===== config.mk =====
export PLATFORM = sky130hd
export DESIGN_NAME = dip_pair_ctl
export DESIGN_NICKNAME = d
export VERILOG_FILES = /design/src/core/dip_pkg.sv /design/src/core/dip_classify.sv /design/src/core/dip_pair_ctl.sv
export SDC_FILE = /design/constraint.sdc
export NUM_CORES = 1
export LEC_CHECK = 0
export BUFFER_PORTS_ARGS = -buffer_cell sky130_fd_sc_hd__buf_2
export CAP_MARGIN = 20
export CORE_MARGIN = 3
export CORE_UTILIZATION = 43
export CTS_BUF_LIST = sky130_fd_sc_hd__clkbuf_8
export CTS_CLUSTER_SIZE = 10
export DETAILED_ROUTE_END_ITERATION = 12
export PLACE_DENSITY = 0.87
export SKIP_LAST_GASP = 1
export SYNTH_ARGS = -nofsm -noshare
export SYNTH_HDL_FRONTEND = slang
export SYNTH_SLANG_ARGS = --single-unit

===== constraint.sdc =====
create_clock -name CLK -period 3.8 [get_ports CLK]
set_input_delay 0.76 -clock CLK [delete_from_list [all_inputs] [get_ports CLK]]
set_output_delay 0.76 -clock CLK [all_outputs]
set_load 0.01 [all_outputs]

===== src/core/dip_pkg.sv =====
/*
  dip_pkg: shared types and constants of the dual-issue pairing control.
  Assumes the decoder in front presents pre-classified instruction slots.
*/
package dip_pkg;

  // instruction classes as delivered by the decode stage
  typedef enum logic [4:0] {
    OPC_NOP   = 5'h00,
    OPC_MOV   = 5'h01,
    OPC_NOT   = 5'h02,
    OPC_SLD   = 5'h03,
    OPC_SST   = 5'h04,
    OPC_SAT   = 5'h05,
    OPC_MULH  = 5'h06,
    OPC_LOGIC = 5'h07,
    OPC_TST   = 5'h08,
    OPC_ARITH = 5'h09,
    OPC_CMP   = 5'h0a,
    OPC_SHIFT = 5'h0b,
    OPC_EXT   = 5'h0c,
    OPC_BR    = 5'h0d,
    OPC_BCC   = 5'h0e,
    OPC_LD    = 5'h0f,
    OPC_OTHER = 5'h10
  } dip_opc_t;

  // encoding format of the instruction
  typedef enum logic [1:0] {
    FMT_I     = 2'h0,
    FMT_II    = 2'h1,
    FMT_IV    = 2'h2,
    FMT_OTHER = 2'h3
  } dip_fmt_t;

  // issue decision
  typedef enum logic [1:0] {
    MD_SINGLE = 2'h0,
    MD_PAIR   = 2'h1,
    MD_FUSE   = 2'h2
  } dip_mode_t;

  localparam int         REG_W        = 5;
  localparam int         ADDR_W       = 32;
  localparam logic [4:0] ZERO_REG     = 5'h00;
  localparam logic [4:0] ELEM_PTR_REG = 5'h1e;
  localparam logic [2:0] EP_WB_CYC    = 3'h3;
  localparam logic [1:0] LB_DEPTH     = 2'h2;
  localparam logic [1:0] LB_RST       = 2'h0;
  localparam logic [2:0] EP_RST       = 3'h0;

  // reason bits in the decision word
  localparam int WHY_MIS  = 0;
  localparam int WHY_EP   = 1;
  localparam int WHY_FLAG = 2;
  localparam int WHY_LB   = 3;

  typedef struct packed {
    logic              vld;
    dip_opc_t          opc;
    dip_fmt_t          fmt;
    logic              wr;
    logic [REG_W-1:0]  dst;
    logic [ADDR_W-1:0] addr;
  } dip_slot_t;

  typedef struct packed {
    logic fuse_op;
    logic br_ok;
    logic bcc_ok;
    logic sld_ok;
    logic sets_flags;
    logic is_br;
    logic is_bcc;
    logic is_sld;
    logic is_load;
    logic is_mov;
  } dip_elig_t;

  typedef struct packed {
    logic      vld;
    dip_mode_t mode;
    logic [3:0] why;
  } dip_dec_t;

endpackage


===== src/core/dip_classify.sv =====
/*
  dip_classify: per-slot eligibility decode for pairing and fusion.
  Assumes a slot with vld low is ignored; all flags then read zero.
*/
`timescale 1ns/1ps
module dip_classify (
  input  dip_pkg::dip_slot_t slot,
  output dip_pkg::dip_elig_t elig
);

  // pure table lookup on class and format
  always_comb begin
    dip_pkg::dip_opc_t o;
    dip_pkg::dip_fmt_t f;
    o = slot.opc;
    f = slot.fmt;
    elig = '0;
    if (slot.vld) begin
      // mov fused with a following op on the same destination
      elig.is_mov  = (o == dip_pkg::OPC_MOV) && (f == dip_pkg::FMT_I);
      elig.fuse_op = (f == dip_pkg::FMT_I || f == dip_pkg::FMT_II) &&
                     (o inside {dip_pkg::OPC_SAT, dip_pkg::OPC_MULH, dip_pkg::OPC_LOGIC,
                                dip_pkg::OPC_ARITH, dip_pkg::OPC_SHIFT});
      // first slot allowed ahead of a branch, a conditional branch or a short load
      unique case (f)
        dip_pkg::FMT_I: begin
          elig.br_ok  = o inside {dip_pkg::OPC_NOP, dip_pkg::OPC_MOV, dip_pkg::OPC_NOT,
                                  dip_pkg::OPC_SLD, dip_pkg::OPC_SAT, dip_pkg::OPC_MULH,
                                  dip_pkg::OPC_LOGIC, dip_pkg::OPC_TST, dip_pkg::OPC_ARITH,
                                  dip_pkg::OPC_CMP, dip_pkg::OPC_SHIFT};
          elig.bcc_ok = o inside {dip_pkg::OPC_NOP, dip_pkg::OPC_MOV, dip_pkg::OPC_SLD,
                                  dip_pkg::OPC_MULH, dip_pkg::OPC_EXT};
          elig.sld_ok = elig.br_ok && (o != dip_pkg::OPC_SLD);
        end
        dip_pkg::FMT_II: begin
          elig.br_ok  = o inside {dip_pkg::OPC_MOV, dip_pkg::OPC_SAT, dip_pkg::OPC_ARITH,
                                  dip_pkg::OPC_CMP, dip_pkg::OPC_SHIFT, dip_pkg::OPC_MULH};
          elig.bcc_ok = o inside {dip_pkg::OPC_MOV, dip_pkg::OPC_MULH};
          elig.sld_ok = elig.br_ok;
        end
        dip_pkg::FMT_IV: begin
          elig.br_ok  = o inside {dip_pkg::OPC_SLD, dip_pkg::OPC_SST};
          elig.bcc_ok = elig.br_ok;
          elig.sld_ok = 1'b0;
        end
        dip_pkg::FMT_OTHER: begin
          elig.br_ok  = 1'b0;
          elig.bcc_ok = 1'b0;
          elig.sld_ok = 1'b0;
        end
      endcase
      // unknown classes are assumed to touch the flags, the safe side
      elig.sets_flags = o inside {dip_pkg::OPC_NOT, dip_pkg::OPC_SAT, dip_pkg::OPC_LOGIC,
                                  dip_pkg::OPC_TST, dip_pkg::OPC_ARITH, dip_pkg::OPC_CMP,
                                  dip_pkg::OPC_SHIFT, dip_pkg::OPC_OTHER};
      elig.is_br   = (o == dip_pkg::OPC_BR);
      elig.is_bcc  = (o == dip_pkg::OPC_BCC);
      elig.is_sld  = (o == dip_pkg::OPC_SLD);
      elig.is_load = (o == dip_pkg::OPC_SLD) || (o == dip_pkg::OPC_LD);
    end
  end

endmodule


===== src/core/dip_pair_ctl.sv =====
/*
  dip_pair_ctl: decides single, paired or fused issue of two
  consecutive decoded instructions and tracks the pairing hazards.
  Assumes IN_A is the older instruction, IN_B the one after it, and
  that the load path pulses LB_WB_DONE once per load written back.
  Upstream must advance by two slots after a pair or fusion and by one
  otherwise; the block trusts that and keeps no program counter.
  REDIRECT marks the next IN_A as the first instruction after a branch.
  CE low stalls every tracker, so hazard windows count CE cycles only.
*/
`timescale 1ns/1ps
module dip_pair_ctl #(
  parameter logic [2:0] EP_CYC = dip_pkg::EP_WB_CYC,
  parameter logic [1:0] LB_NUM = dip_pkg::LB_DEPTH
) (
  input  wire logic              CLK,
  input  wire logic              RSTN,
  input  wire logic              CE,
  input  dip_pkg::dip_slot_t     IN_A,
  input  dip_pkg::dip_slot_t     IN_B,
  input  wire logic              REDIRECT,
  input  wire logic              LB_WB_DONE,
  output dip_pkg::dip_dec_t      DEC_OUT,
  output logic                   EP_PEND,
  output logic                   LB_FULL
);

  dip_pkg::dip_elig_t ea;
  dip_pkg::dip_elig_t eb;

  dip_classify u_cls_a (
    .slot (IN_A),
    .elig (ea)
  );

  dip_classify u_cls_b (
    .slot (IN_B),
    .elig (eb)
  );

  // state
  dip_pkg::dip_dec_t dec_ff;
  dip_pkg::dip_dec_t nxt_dec;
  logic              flg_prev_ff;
  logic              nxt_flg_prev;
  logic              after_br_ff;
  logic              nxt_after_br;
  logic [2:0]        ep_cnt_ff;
  logic [2:0]        nxt_ep_cnt;
  logic [1:0]        lb_cnt_ff;
  logic [1:0]        nxt_lb_cnt;
  logic              ep_pend_ff;
  logic              nxt_ep_pend;
  logic              lb_full_ff;
  logic              nxt_lb_full;

  // combinational decision terms
  logic ce_go;
  logic mis_blk;
  logic fuse_c;
  logic flag_haz;
  logic ep_haz;
  logic lb_haz;
  logic pair_c;
  logic a_wr_ep;
  logic b_wr_ep;
  logic two;
  logic [1:0] lds;
  logic [2:0] lb_sum;

  // writes of the pointer base make later short loads unsafe
  function automatic logic wr_ep(input dip_pkg::dip_slot_t s);
    return s.vld && s.wr && (s.dst == dip_pkg::ELEM_PTR_REG);
  endfunction

  assign ce_go   = CE && IN_A.vld;
  assign a_wr_ep = wr_ep(IN_A);
  assign b_wr_ep = wr_ep(IN_B);

  // hazard terms for fuse and pair; only mis_blk is shared by both
  always_comb begin
    mis_blk  = after_br_ff && (IN_A.addr[1:0] != 2'h0);
    // the instruction before the branch and the one issued before it
    flag_haz = ea.sets_flags || flg_prev_ff;
    ep_haz   = (ep_cnt_ff != dip_pkg::EP_RST) || a_wr_ep;
    lb_haz   = (lb_cnt_ff >= LB_NUM);
    // older slot must be the mov; op-then-mov never fuses
    fuse_c   = ea.is_mov && eb.fuse_op && IN_A.wr && IN_B.wr &&
               (IN_A.dst == IN_B.dst) && (IN_A.dst != dip_pkg::ZERO_REG) && !mis_blk;
    // second slot limited to br, bcc, sld
    pair_c   = !fuse_c && !mis_blk &&
               ((eb.is_br && ea.br_ok) ||
                (eb.is_bcc && ea.bcc_ok && !flag_haz) ||
                (eb.is_sld && ea.sld_ok && !ep_haz && !lb_haz &&
                 !(IN_A.wr && IN_B.wr && IN_A.dst == IN_B.dst)));
  end

  // next decision word and hazard trackers
  always_comb begin
    nxt_dec      = dec_ff;
    nxt_flg_prev = flg_prev_ff;
    nxt_after_br = after_br_ff || REDIRECT;
    nxt_ep_cnt   = ep_cnt_ff;
    nxt_lb_cnt   = lb_cnt_ff;
    two          = fuse_c || pair_c;
    lds          = 2'h0;
    if (ep_cnt_ff != dip_pkg::EP_RST) begin
      nxt_ep_cnt = ep_cnt_ff - 3'h1;
    end
    if (ce_go) begin
      nxt_dec.vld           = 1'b1;
      nxt_dec.mode          = fuse_c ? dip_pkg::MD_FUSE :
                              (pair_c ? dip_pkg::MD_PAIR : dip_pkg::MD_SINGLE);
      nxt_dec.why           = '0;
      nxt_dec.why[dip_pkg::WHY_MIS]  = mis_blk;
      nxt_dec.why[dip_pkg::WHY_EP]   = eb.is_sld && ep_haz;
      nxt_dec.why[dip_pkg::WHY_FLAG] = eb.is_bcc && flag_haz;
      nxt_dec.why[dip_pkg::WHY_LB]   = eb.is_sld && lb_haz;
      // last consumed instruction decides the flag history
      nxt_flg_prev = two ? (eb.sets_flags || (fuse_c && ea.sets_flags)) : ea.sets_flags;
      // a redirect arriving now marks the next issue, not this one
      nxt_after_br = REDIRECT;
      if (a_wr_ep || (two && b_wr_ep)) begin
        nxt_ep_cnt = EP_CYC;
      end
      lds = {1'b0, ea.is_load} + {1'b0, two && eb.is_load};
    end else begin
      nxt_dec.vld = 1'b0;
    end
    // load buffer occupancy, saturating at the buffer count
    // spare top bit: a full count plus new loads must not wrap to zero
    lb_sum = {1'b0, lb_cnt_ff} + {1'b0, lds} - {2'h0, LB_WB_DONE};
    if ({1'b0, lb_cnt_ff} + {1'b0, lds} > {2'h0, LB_WB_DONE}) begin
      nxt_lb_cnt = (lb_sum > {1'b0, LB_NUM}) ? LB_NUM : lb_sum[1:0];
    end else begin
      nxt_lb_cnt = dip_pkg::LB_RST;
    end
    nxt_ep_pend = (nxt_ep_cnt != dip_pkg::EP_RST);
    nxt_lb_full = (nxt_lb_cnt >= LB_NUM);
  end

  // registers; CE low freezes everything
  always_ff @(posedge CLK or negedge RSTN) begin
    if (!RSTN) begin
      dec_ff      <= '0;
      flg_prev_ff <= 1'b0;
      after_br_ff <= 1'b0;
      ep_cnt_ff   <= dip_pkg::EP_RST;
      lb_cnt_ff   <= dip_pkg::LB_RST;
      ep_pend_ff  <= 1'b0;
      lb_full_ff  <= 1'b0;
    end else if (CE) begin
      dec_ff      <= nxt_dec;
      flg_prev_ff <= nxt_flg_prev;
      after_br_ff <= nxt_after_br;
      ep_cnt_ff   <= nxt_ep_cnt;
      lb_cnt_ff   <= nxt_lb_cnt;
      ep_pend_ff  <= nxt_ep_pend;
      lb_full_ff  <= nxt_lb_full;
    end
  end

  assign DEC_OUT = dec_ff;
  assign EP_PEND = ep_pend_ff;
  assign LB_FULL = lb_full_ff;

  // checks on the decision against its causes
  AST_FUSE_TAKEN: assert property (@(posedge CLK) disable iff (!RSTN)
    ce_go && ea.is_mov && eb.fuse_op && IN_A.wr && IN_B.wr &&
    IN_A.dst == IN_B.dst && IN_A.dst != dip_pkg::ZERO_REG && !mis_blk
    |=> DEC_OUT.vld && DEC_OUT.mode == dip_pkg::MD_FUSE)
    else $error("mov plus op not fused");

  AST_FUSE_MOV_FIRST: assert property (@(posedge CLK) disable iff (!RSTN)
    $rose(DEC_OUT.vld && DEC_OUT.mode == dip_pkg::MD_FUSE)
    |-> $past(IN_A.opc) == dip_pkg::OPC_MOV && $past(IN_A.dst) != dip_pkg::ZERO_REG)
    else $error("fusion without leading mov");

  AST_BR_PAIR: assert property (@(posedge CLK) disable iff (!RSTN)
    ce_go && eb.is_br && ea.br_ok && !fuse_c && !mis_blk
    |=> DEC_OUT.mode == dip_pkg::MD_PAIR)
    else $error("eligible branch pair not issued");

  AST_BCC_NEUTRAL: assert property (@(posedge CLK) disable iff (!RSTN)
    ce_go && eb.is_bcc && ea.sets_flags |=> DEC_OUT.mode != dip_pkg::MD_PAIR)
    else $error("bcc paired after flag writer");

  AST_SLD_PAIR: assert property (@(posedge CLK) disable iff (!RSTN)
    ce_go && eb.is_sld && !ea.sld_ok |=> DEC_OUT.mode == dip_pkg::MD_SINGLE)
    else $error("short load paired with ineligible first");

  AST_SECOND_KIND: assert property (@(posedge CLK) disable iff (!RSTN)
    ce_go && !(eb.is_br || eb.is_bcc || eb.is_sld) |=> DEC_OUT.mode != dip_pkg::MD_PAIR)
    else $error("pair with illegal second");

  AST_MISALIGN: assert property (@(posedge CLK) disable iff (!RSTN)
    ce_go && after_br_ff && IN_A.addr[1:0] != 2'h0
    |=> DEC_OUT.mode == dip_pkg::MD_SINGLE && DEC_OUT.why[dip_pkg::WHY_MIS])
    else $error("pair after misaligned target");

  AST_EP_HOLD: assert property (@(posedge CLK) disable iff (!RSTN)
    CE && ce_go && a_wr_ep |=> EP_PEND && ep_cnt_ff == EP_CYC)
    else $error("pointer write not tracked");

  AST_FLAG_PREV: assert property (@(posedge CLK) disable iff (!RSTN)
    ce_go && flg_prev_ff && eb.is_bcc |=> DEC_OUT.mode != dip_pkg::MD_PAIR)
    else $error("bcc paired with older flag writer pending");

  AST_LB_FULL: assert property (@(posedge CLK) disable iff (!RSTN)
    ce_go && LB_FULL && eb.is_sld |=> DEC_OUT.mode != dip_pkg::MD_PAIR)
    else $error("short load paired with full buffers");

  AST_SAME_DST: assert property (@(posedge CLK) disable iff (!RSTN)
    ce_go && eb.is_sld && IN_A.wr && IN_B.wr && IN_A.dst == IN_B.dst
    |=> DEC_OUT.mode != dip_pkg::MD_PAIR)
    else $error("pair with colliding destinations");

  // decision word and freeze behaviour
  AST_VLD_FOLLOW: assert property (@(posedge CLK) disable iff (!RSTN)
    CE
    |=> DEC_OUT.vld == $past(IN_A.vld))
    else $error("decision valid does not follow first slot");

  AST_HOLD_FROZEN: assert property (@(posedge CLK) disable iff (!RSTN)
    !CE
    |=> $stable(DEC_OUT) && $stable(EP_PEND) && $stable(LB_FULL))
    else $error("state moved while clock enable low");

  AST_WHY_QUIET: assert property (@(posedge CLK) disable iff (!RSTN)
    ce_go && !eb.is_sld && !eb.is_bcc
    |=> DEC_OUT.why[3:1] == 3'h0)
    else $error("hazard reason set for an unaffected second slot");

  // fusion limits
  AST_FUSE_NO_R0: assert property (@(posedge CLK) disable iff (!RSTN)
    ce_go && IN_A.dst == dip_pkg::ZERO_REG
    |=> DEC_OUT.mode != dip_pkg::MD_FUSE)
    else $error("fusion onto the zero register");

  AST_FUSE_DST_DIFF: assert property (@(posedge CLK) disable iff (!RSTN)
    ce_go && IN_A.dst != IN_B.dst
    |=> DEC_OUT.mode != dip_pkg::MD_FUSE)
    else $error("fusion of different destinations");

  AST_FUSE_ONLY_MOV: assert property (@(posedge CLK) disable iff (!RSTN)
    ce_go && IN_A.opc != dip_pkg::OPC_MOV
    |=> DEC_OUT.mode != dip_pkg::MD_FUSE)
    else $error("fusion with a non-mov first slot");

  // bcc eligibility and hazard trackers
  AST_BCC_ELIG: assert property (@(posedge CLK) disable iff (!RSTN)
    ce_go && eb.is_bcc && !ea.bcc_ok
    |=> DEC_OUT.mode != dip_pkg::MD_PAIR)
    else $error("bcc paired with ineligible first");

  AST_BCC_FLAG_WHY: assert property (@(posedge CLK) disable iff (!RSTN)
    ce_go && eb.is_bcc && (ea.sets_flags || flg_prev_ff)
    |=> DEC_OUT.why[dip_pkg::WHY_FLAG] && DEC_OUT.mode == dip_pkg::MD_SINGLE)
    else $error("flag hazard on bcc not reported");

  AST_FLAG_TRACK: assert property (@(posedge CLK) disable iff (!RSTN)
    ce_go && !fuse_c && !pair_c
    |=> flg_prev_ff == $past(ea.sets_flags))
    else $error("flag history lost on single issue");

  AST_REDIRECT_ARM: assert property (@(posedge CLK) disable iff (!RSTN)
    CE && REDIRECT
    |=> after_br_ff)
    else $error("redirect not remembered");

  AST_EP_COUNTDOWN: assert property (@(posedge CLK) disable iff (!RSTN)
    CE && ep_cnt_ff != dip_pkg::EP_RST && !(ce_go && (a_wr_ep || (two && b_wr_ep)))
    |=> ep_cnt_ff == $past(ep_cnt_ff) - 3'h1)
    else $error("pointer write countdown stalled");

  AST_SLD_EP_WHY: assert property (@(posedge CLK) disable iff (!RSTN)
    ce_go && eb.is_sld && (ep_cnt_ff != dip_pkg::EP_RST || a_wr_ep)
    |=> DEC_OUT.why[dip_pkg::WHY_EP] && DEC_OUT.mode == dip_pkg::MD_SINGLE)
    else $error("short load paired over pending pointer write");

  AST_LB_BOUND: assert property (@(posedge CLK) disable iff (!RSTN)
    lb_cnt_ff <= LB_NUM)
    else $error("load buffer count beyond buffer number");

  AST_LB_INC: assert property (@(posedge CLK) disable iff (!RSTN)
    ce_go && ea.is_load && !(two && eb.is_load) && !LB_WB_DONE && lb_cnt_ff < LB_NUM
    |=> lb_cnt_ff == $past(lb_cnt_ff) + 2'h1)
    else $error("issued load not counted");

  AST_LB_DEC: assert property (@(posedge CLK) disable iff (!RSTN)
    CE && !ce_go && LB_WB_DONE && lb_cnt_ff != dip_pkg::LB_RST
    |=> lb_cnt_ff == $past(lb_cnt_ff) - 2'h1)
    else $error("written-back load not released");

endmodule


==> results.md <==
* Outcome: complete, but fails checks
* Violated checks: setup timing
* H-tree depth at 1
* Routed len/inst at 14.4 um
* Cells on worst reg2reg path at 18
* Async set-reset flop share out of synthesis at 1.00
* CTS Buf Count at 3
* Final Max Slew Viols at 0
* Die area at 4270 um2
* Antenna Nets Post-Route at 0
* # rows at 20
* Synth cell types at 53
* Peak Freq at 258 MHz
* Starting Density at 0.472
* Final worst slack at -0.0741 ns
* Endpoints failing hold at 0
* Synth Area in Compound Gates at 0.252
* Post-synthesis xor/xnor area fraction at 0.0463
* Share of layout cells above drive strength 1 at 0.424
* Placed cell area at 2010 um2
* Predominant post-synthesis flop cell: dfrtp_1
* TritonCTS Sinks at 16
* CP startpoint kind: input pin
* Mux share of post-synthesis cell area at 0
* Initial antenna violation count at 0
* Arrival @ worst endpoint at 4.03 ns
* Die Ht at 65.3 um
* Post-Syn Area at 1510 um2
* Clock Path Buffers at 2
* Ys Warns at 0
* Seq/Total Area, Yosys at 0.265
* Clock latency on the worst-skew pair at 0.25 ns
* Fillers at 259
* Critical Path Max Stage Delay at 0.51 ns
* P_sw at 0.000252 W
* Combinational family with the most area after synthesis: simple AND/OR/NAND/NOR gates
* Antenna Cells at 0
* Logic pwr share at 0.469
* RSZ-0062 raised after global routing: true
* CTS Hold Buffers Added at 0
* HP Class: in -> async
* Die X at 65.3 um
* First-pass DRT Iterations at 4
* Vias in the first global route at 1705
* Simple-Gate Fraction of Synth Area at 0.289
* Final setup vio count at 3
* Actual slew at the worst max-slew pin at 0.590 ns
* Sum Neg Setup Slack at -0.207 ns
* Crit path kind: in -> reg
* Final Cell Area at 2210 um2
* Total global routing overflow at 0
* Core area at 3200 um2
* Critical path capture point type: flop
* Ports at 106
* Worst vdd ir at 0.356 mV
* Worst EP required at 3.95 ns
* Ratio of final minimum period to clock period at 1.02
* Post-synthesis cell count at 186
* Post-Synth Adder-Cell Area at 0.0711
* CTS root buf: clkbuf_8
* Seq cells post-synth at 16
* Pint at 0.000458 W
* Largest net degree at the start of global routing at 18
* P&R area growth vs syn at 46.3%
* Layout Cells excl Fill at 306
* Number of synthesized flops with an enable pin at 0
* Worst-path clk slew at 0.06 ns
* Total number of vias at 1736
* Final net count at 368
* Drt initial violations at 149
* Clock power frac at 0.207
* Core Util, Final at 0.691
* Final WL at 4.40 mm
* First-pass GRT wire length at 7.28 mm
* Sw Share at 0.355
* Post-Syn Nets at 291
* GRT Overall Usage at 0.211
* Cell leakage power at 1.01 nW
* Port Buffer Count at 42
* CTS tree: yes
* HPWL after DPL at 3.27 mm
* # Max-Cap Violations at 0
* Relative slew slack at 0.603
* Pwr Density at 321 nW/um2
* Clock skew at 0.00198 ns
* Vias/cell at 5.67
* Final min period at 3.87 ns
* CP max-delay cell: fa_1
* Crit path max fanout at 5
* Placed insts at 298
* CP Cell Sequence: buf_8 -> or2_4 -> a2111oi_4 -> nor4b_2 -> and3_1 -> a211o_1 -> o21ai_2 -> nor3_2 -> ha_1 -> and3_4 -> ha_4 -> inv_2 -> fa_1 -> ha_2 -> xor2_2 -> nand2_1 -> o32ai_2
* GP Congestion at 0.811
* Drc violations at 0
* Register share of total power at 0.324
* Syn_area_per_cell at 8.13 um2
## routing by layer
layer | share of wire | vias up | track usage
met5 | 0 | - | 0
met4 | 0.010 | 0 | 0.0466
met3 | 0.073 | 6 | 0.0427
met2 | 0.51 | 69 | 0.388
met1 | 0.40 | 825 | 0.250
li1 | - | 836 | -
## worst max-delay path: cells and delay by family
kind,cells,cell delay (ns)
AO/OA/AOI/OAI,4,1.01
buffers and inverters,2,0.13
AND/OR/NAND/NOR,6,0.86
adder cells (fa/ha/maj),4,1.11
XOR/XNOR,1,0.16
## sequential cells by signal, indices dropped and copies added (netlist names)
signal / count
after_br_ff: 1
lb_cnt_ff: 2
EP_PEND: 1
DEC_OUT: 7
ep_cnt_ff: 3
flg_prev_ff: 1
LB_FULL: 1
## power by group through the flow
stage               Clock, W  Combinational, W  Sequential (W)
global route        0.000160          0.000373        0.000234
global placement           0          0.000285        0.000229
CTS                 0.000151          0.000321        0.000228
detailed placement         0          0.000298        0.000231
floorplan                  0          0.000183        0.000232
finish              0.000147          0.000333        0.000230
## area by class of cell
class,count,area [um2],share of cell area
multi-input combinational,144,1090,0.494
inverter,14,52.6,0.0237
timing repair buffer,84,558,0.252
tap,44,55.1,0.0249
clock buffer,4,55.1,0.0249
sequential,16,400,0.181
## cell families after synthesis
kind of cell / after synthesis
and+or+nand+nor: 78
AOI/OAI and AO/OA: 50
buffers and inverters: 26
DFF: 16
xor gates and xnor gates: 8
adders and majority gates: 8
## path summary, 6_finish.rpt
check                                  start            to  slack [ns]
min in group CLK                  DEC_OUT[2]    DEC_OUT[2]        0.48
worst min-delay path                    RSTN  ep_cnt_ff[1]        0.41
worst min register to register    DEC_OUT[2]    DEC_OUT[2]        0.48
worst max-delay path                IN_A[41]  lb_cnt_ff[0]       -0.07
max in group asynchronous               RSTN  ep_cnt_ff[2]        3.14
worst max register to register  ep_cnt_ff[0]  lb_cnt_ff[0]        0.14
## Yosys cell counts (7+ instances only)
library cell  number  area [um2]
nand2_1           17        63.8
nor2_1            13        48.8
nand3_1           10        50.1
inv_1             14        52.6
o21ai_0           10        50.1
dfrtp_1           16         400
nor3_1             9        45.0
ha_1               7        87.6
a21oi_1            9        45.0
## layout by cell type (no fill, tap or decap), drive strengths merged, types with 2 or more instances in the layout
cell      n
nand2    17
xnor2     3
nor4      3
nand2b    5
or4       2
a2111oi   3
a21oi     9
ha        7
o31ai     2
dfrtp    16
a211o     2
xor2      5
nor3      9
nand3    10
o22ai     3
nor4bb    2
nand4     2
and3      2
inv      14
buf      84
o211ai    2
nor4b     2
nor3b     2
o21ai    11
nor2     14
a31oi     5
nand4b    3
o32ai     2
clkbuf    4
## repair_timing
item / in CTS / in global routing
resized for setup: 17 / 10
pin swaps: 1 / 2
cloned: 0 / 0
setup endpoints to repair: 3 / 3
buffers inserted: 2 / 2
## metrics by stage
step | total power [W] | hold slack, ns | worst slack, ns
2_1_floorplan | 0.000415 | 0.464 | -0.101
3_3_place_gp | 0.000514 | 0.466 | -0.396
3_5_place_dp | 0.000529 | 0.471 | -0.447
4_1_cts | 0.000700 | 0.414 | -0.0364
5_1_grt | 0.000767 | 0.422 | -0.236
6_report | 0.000710 | 0.409 | -0.0741
Note: power is estimated with default switching activity, not from simulation.
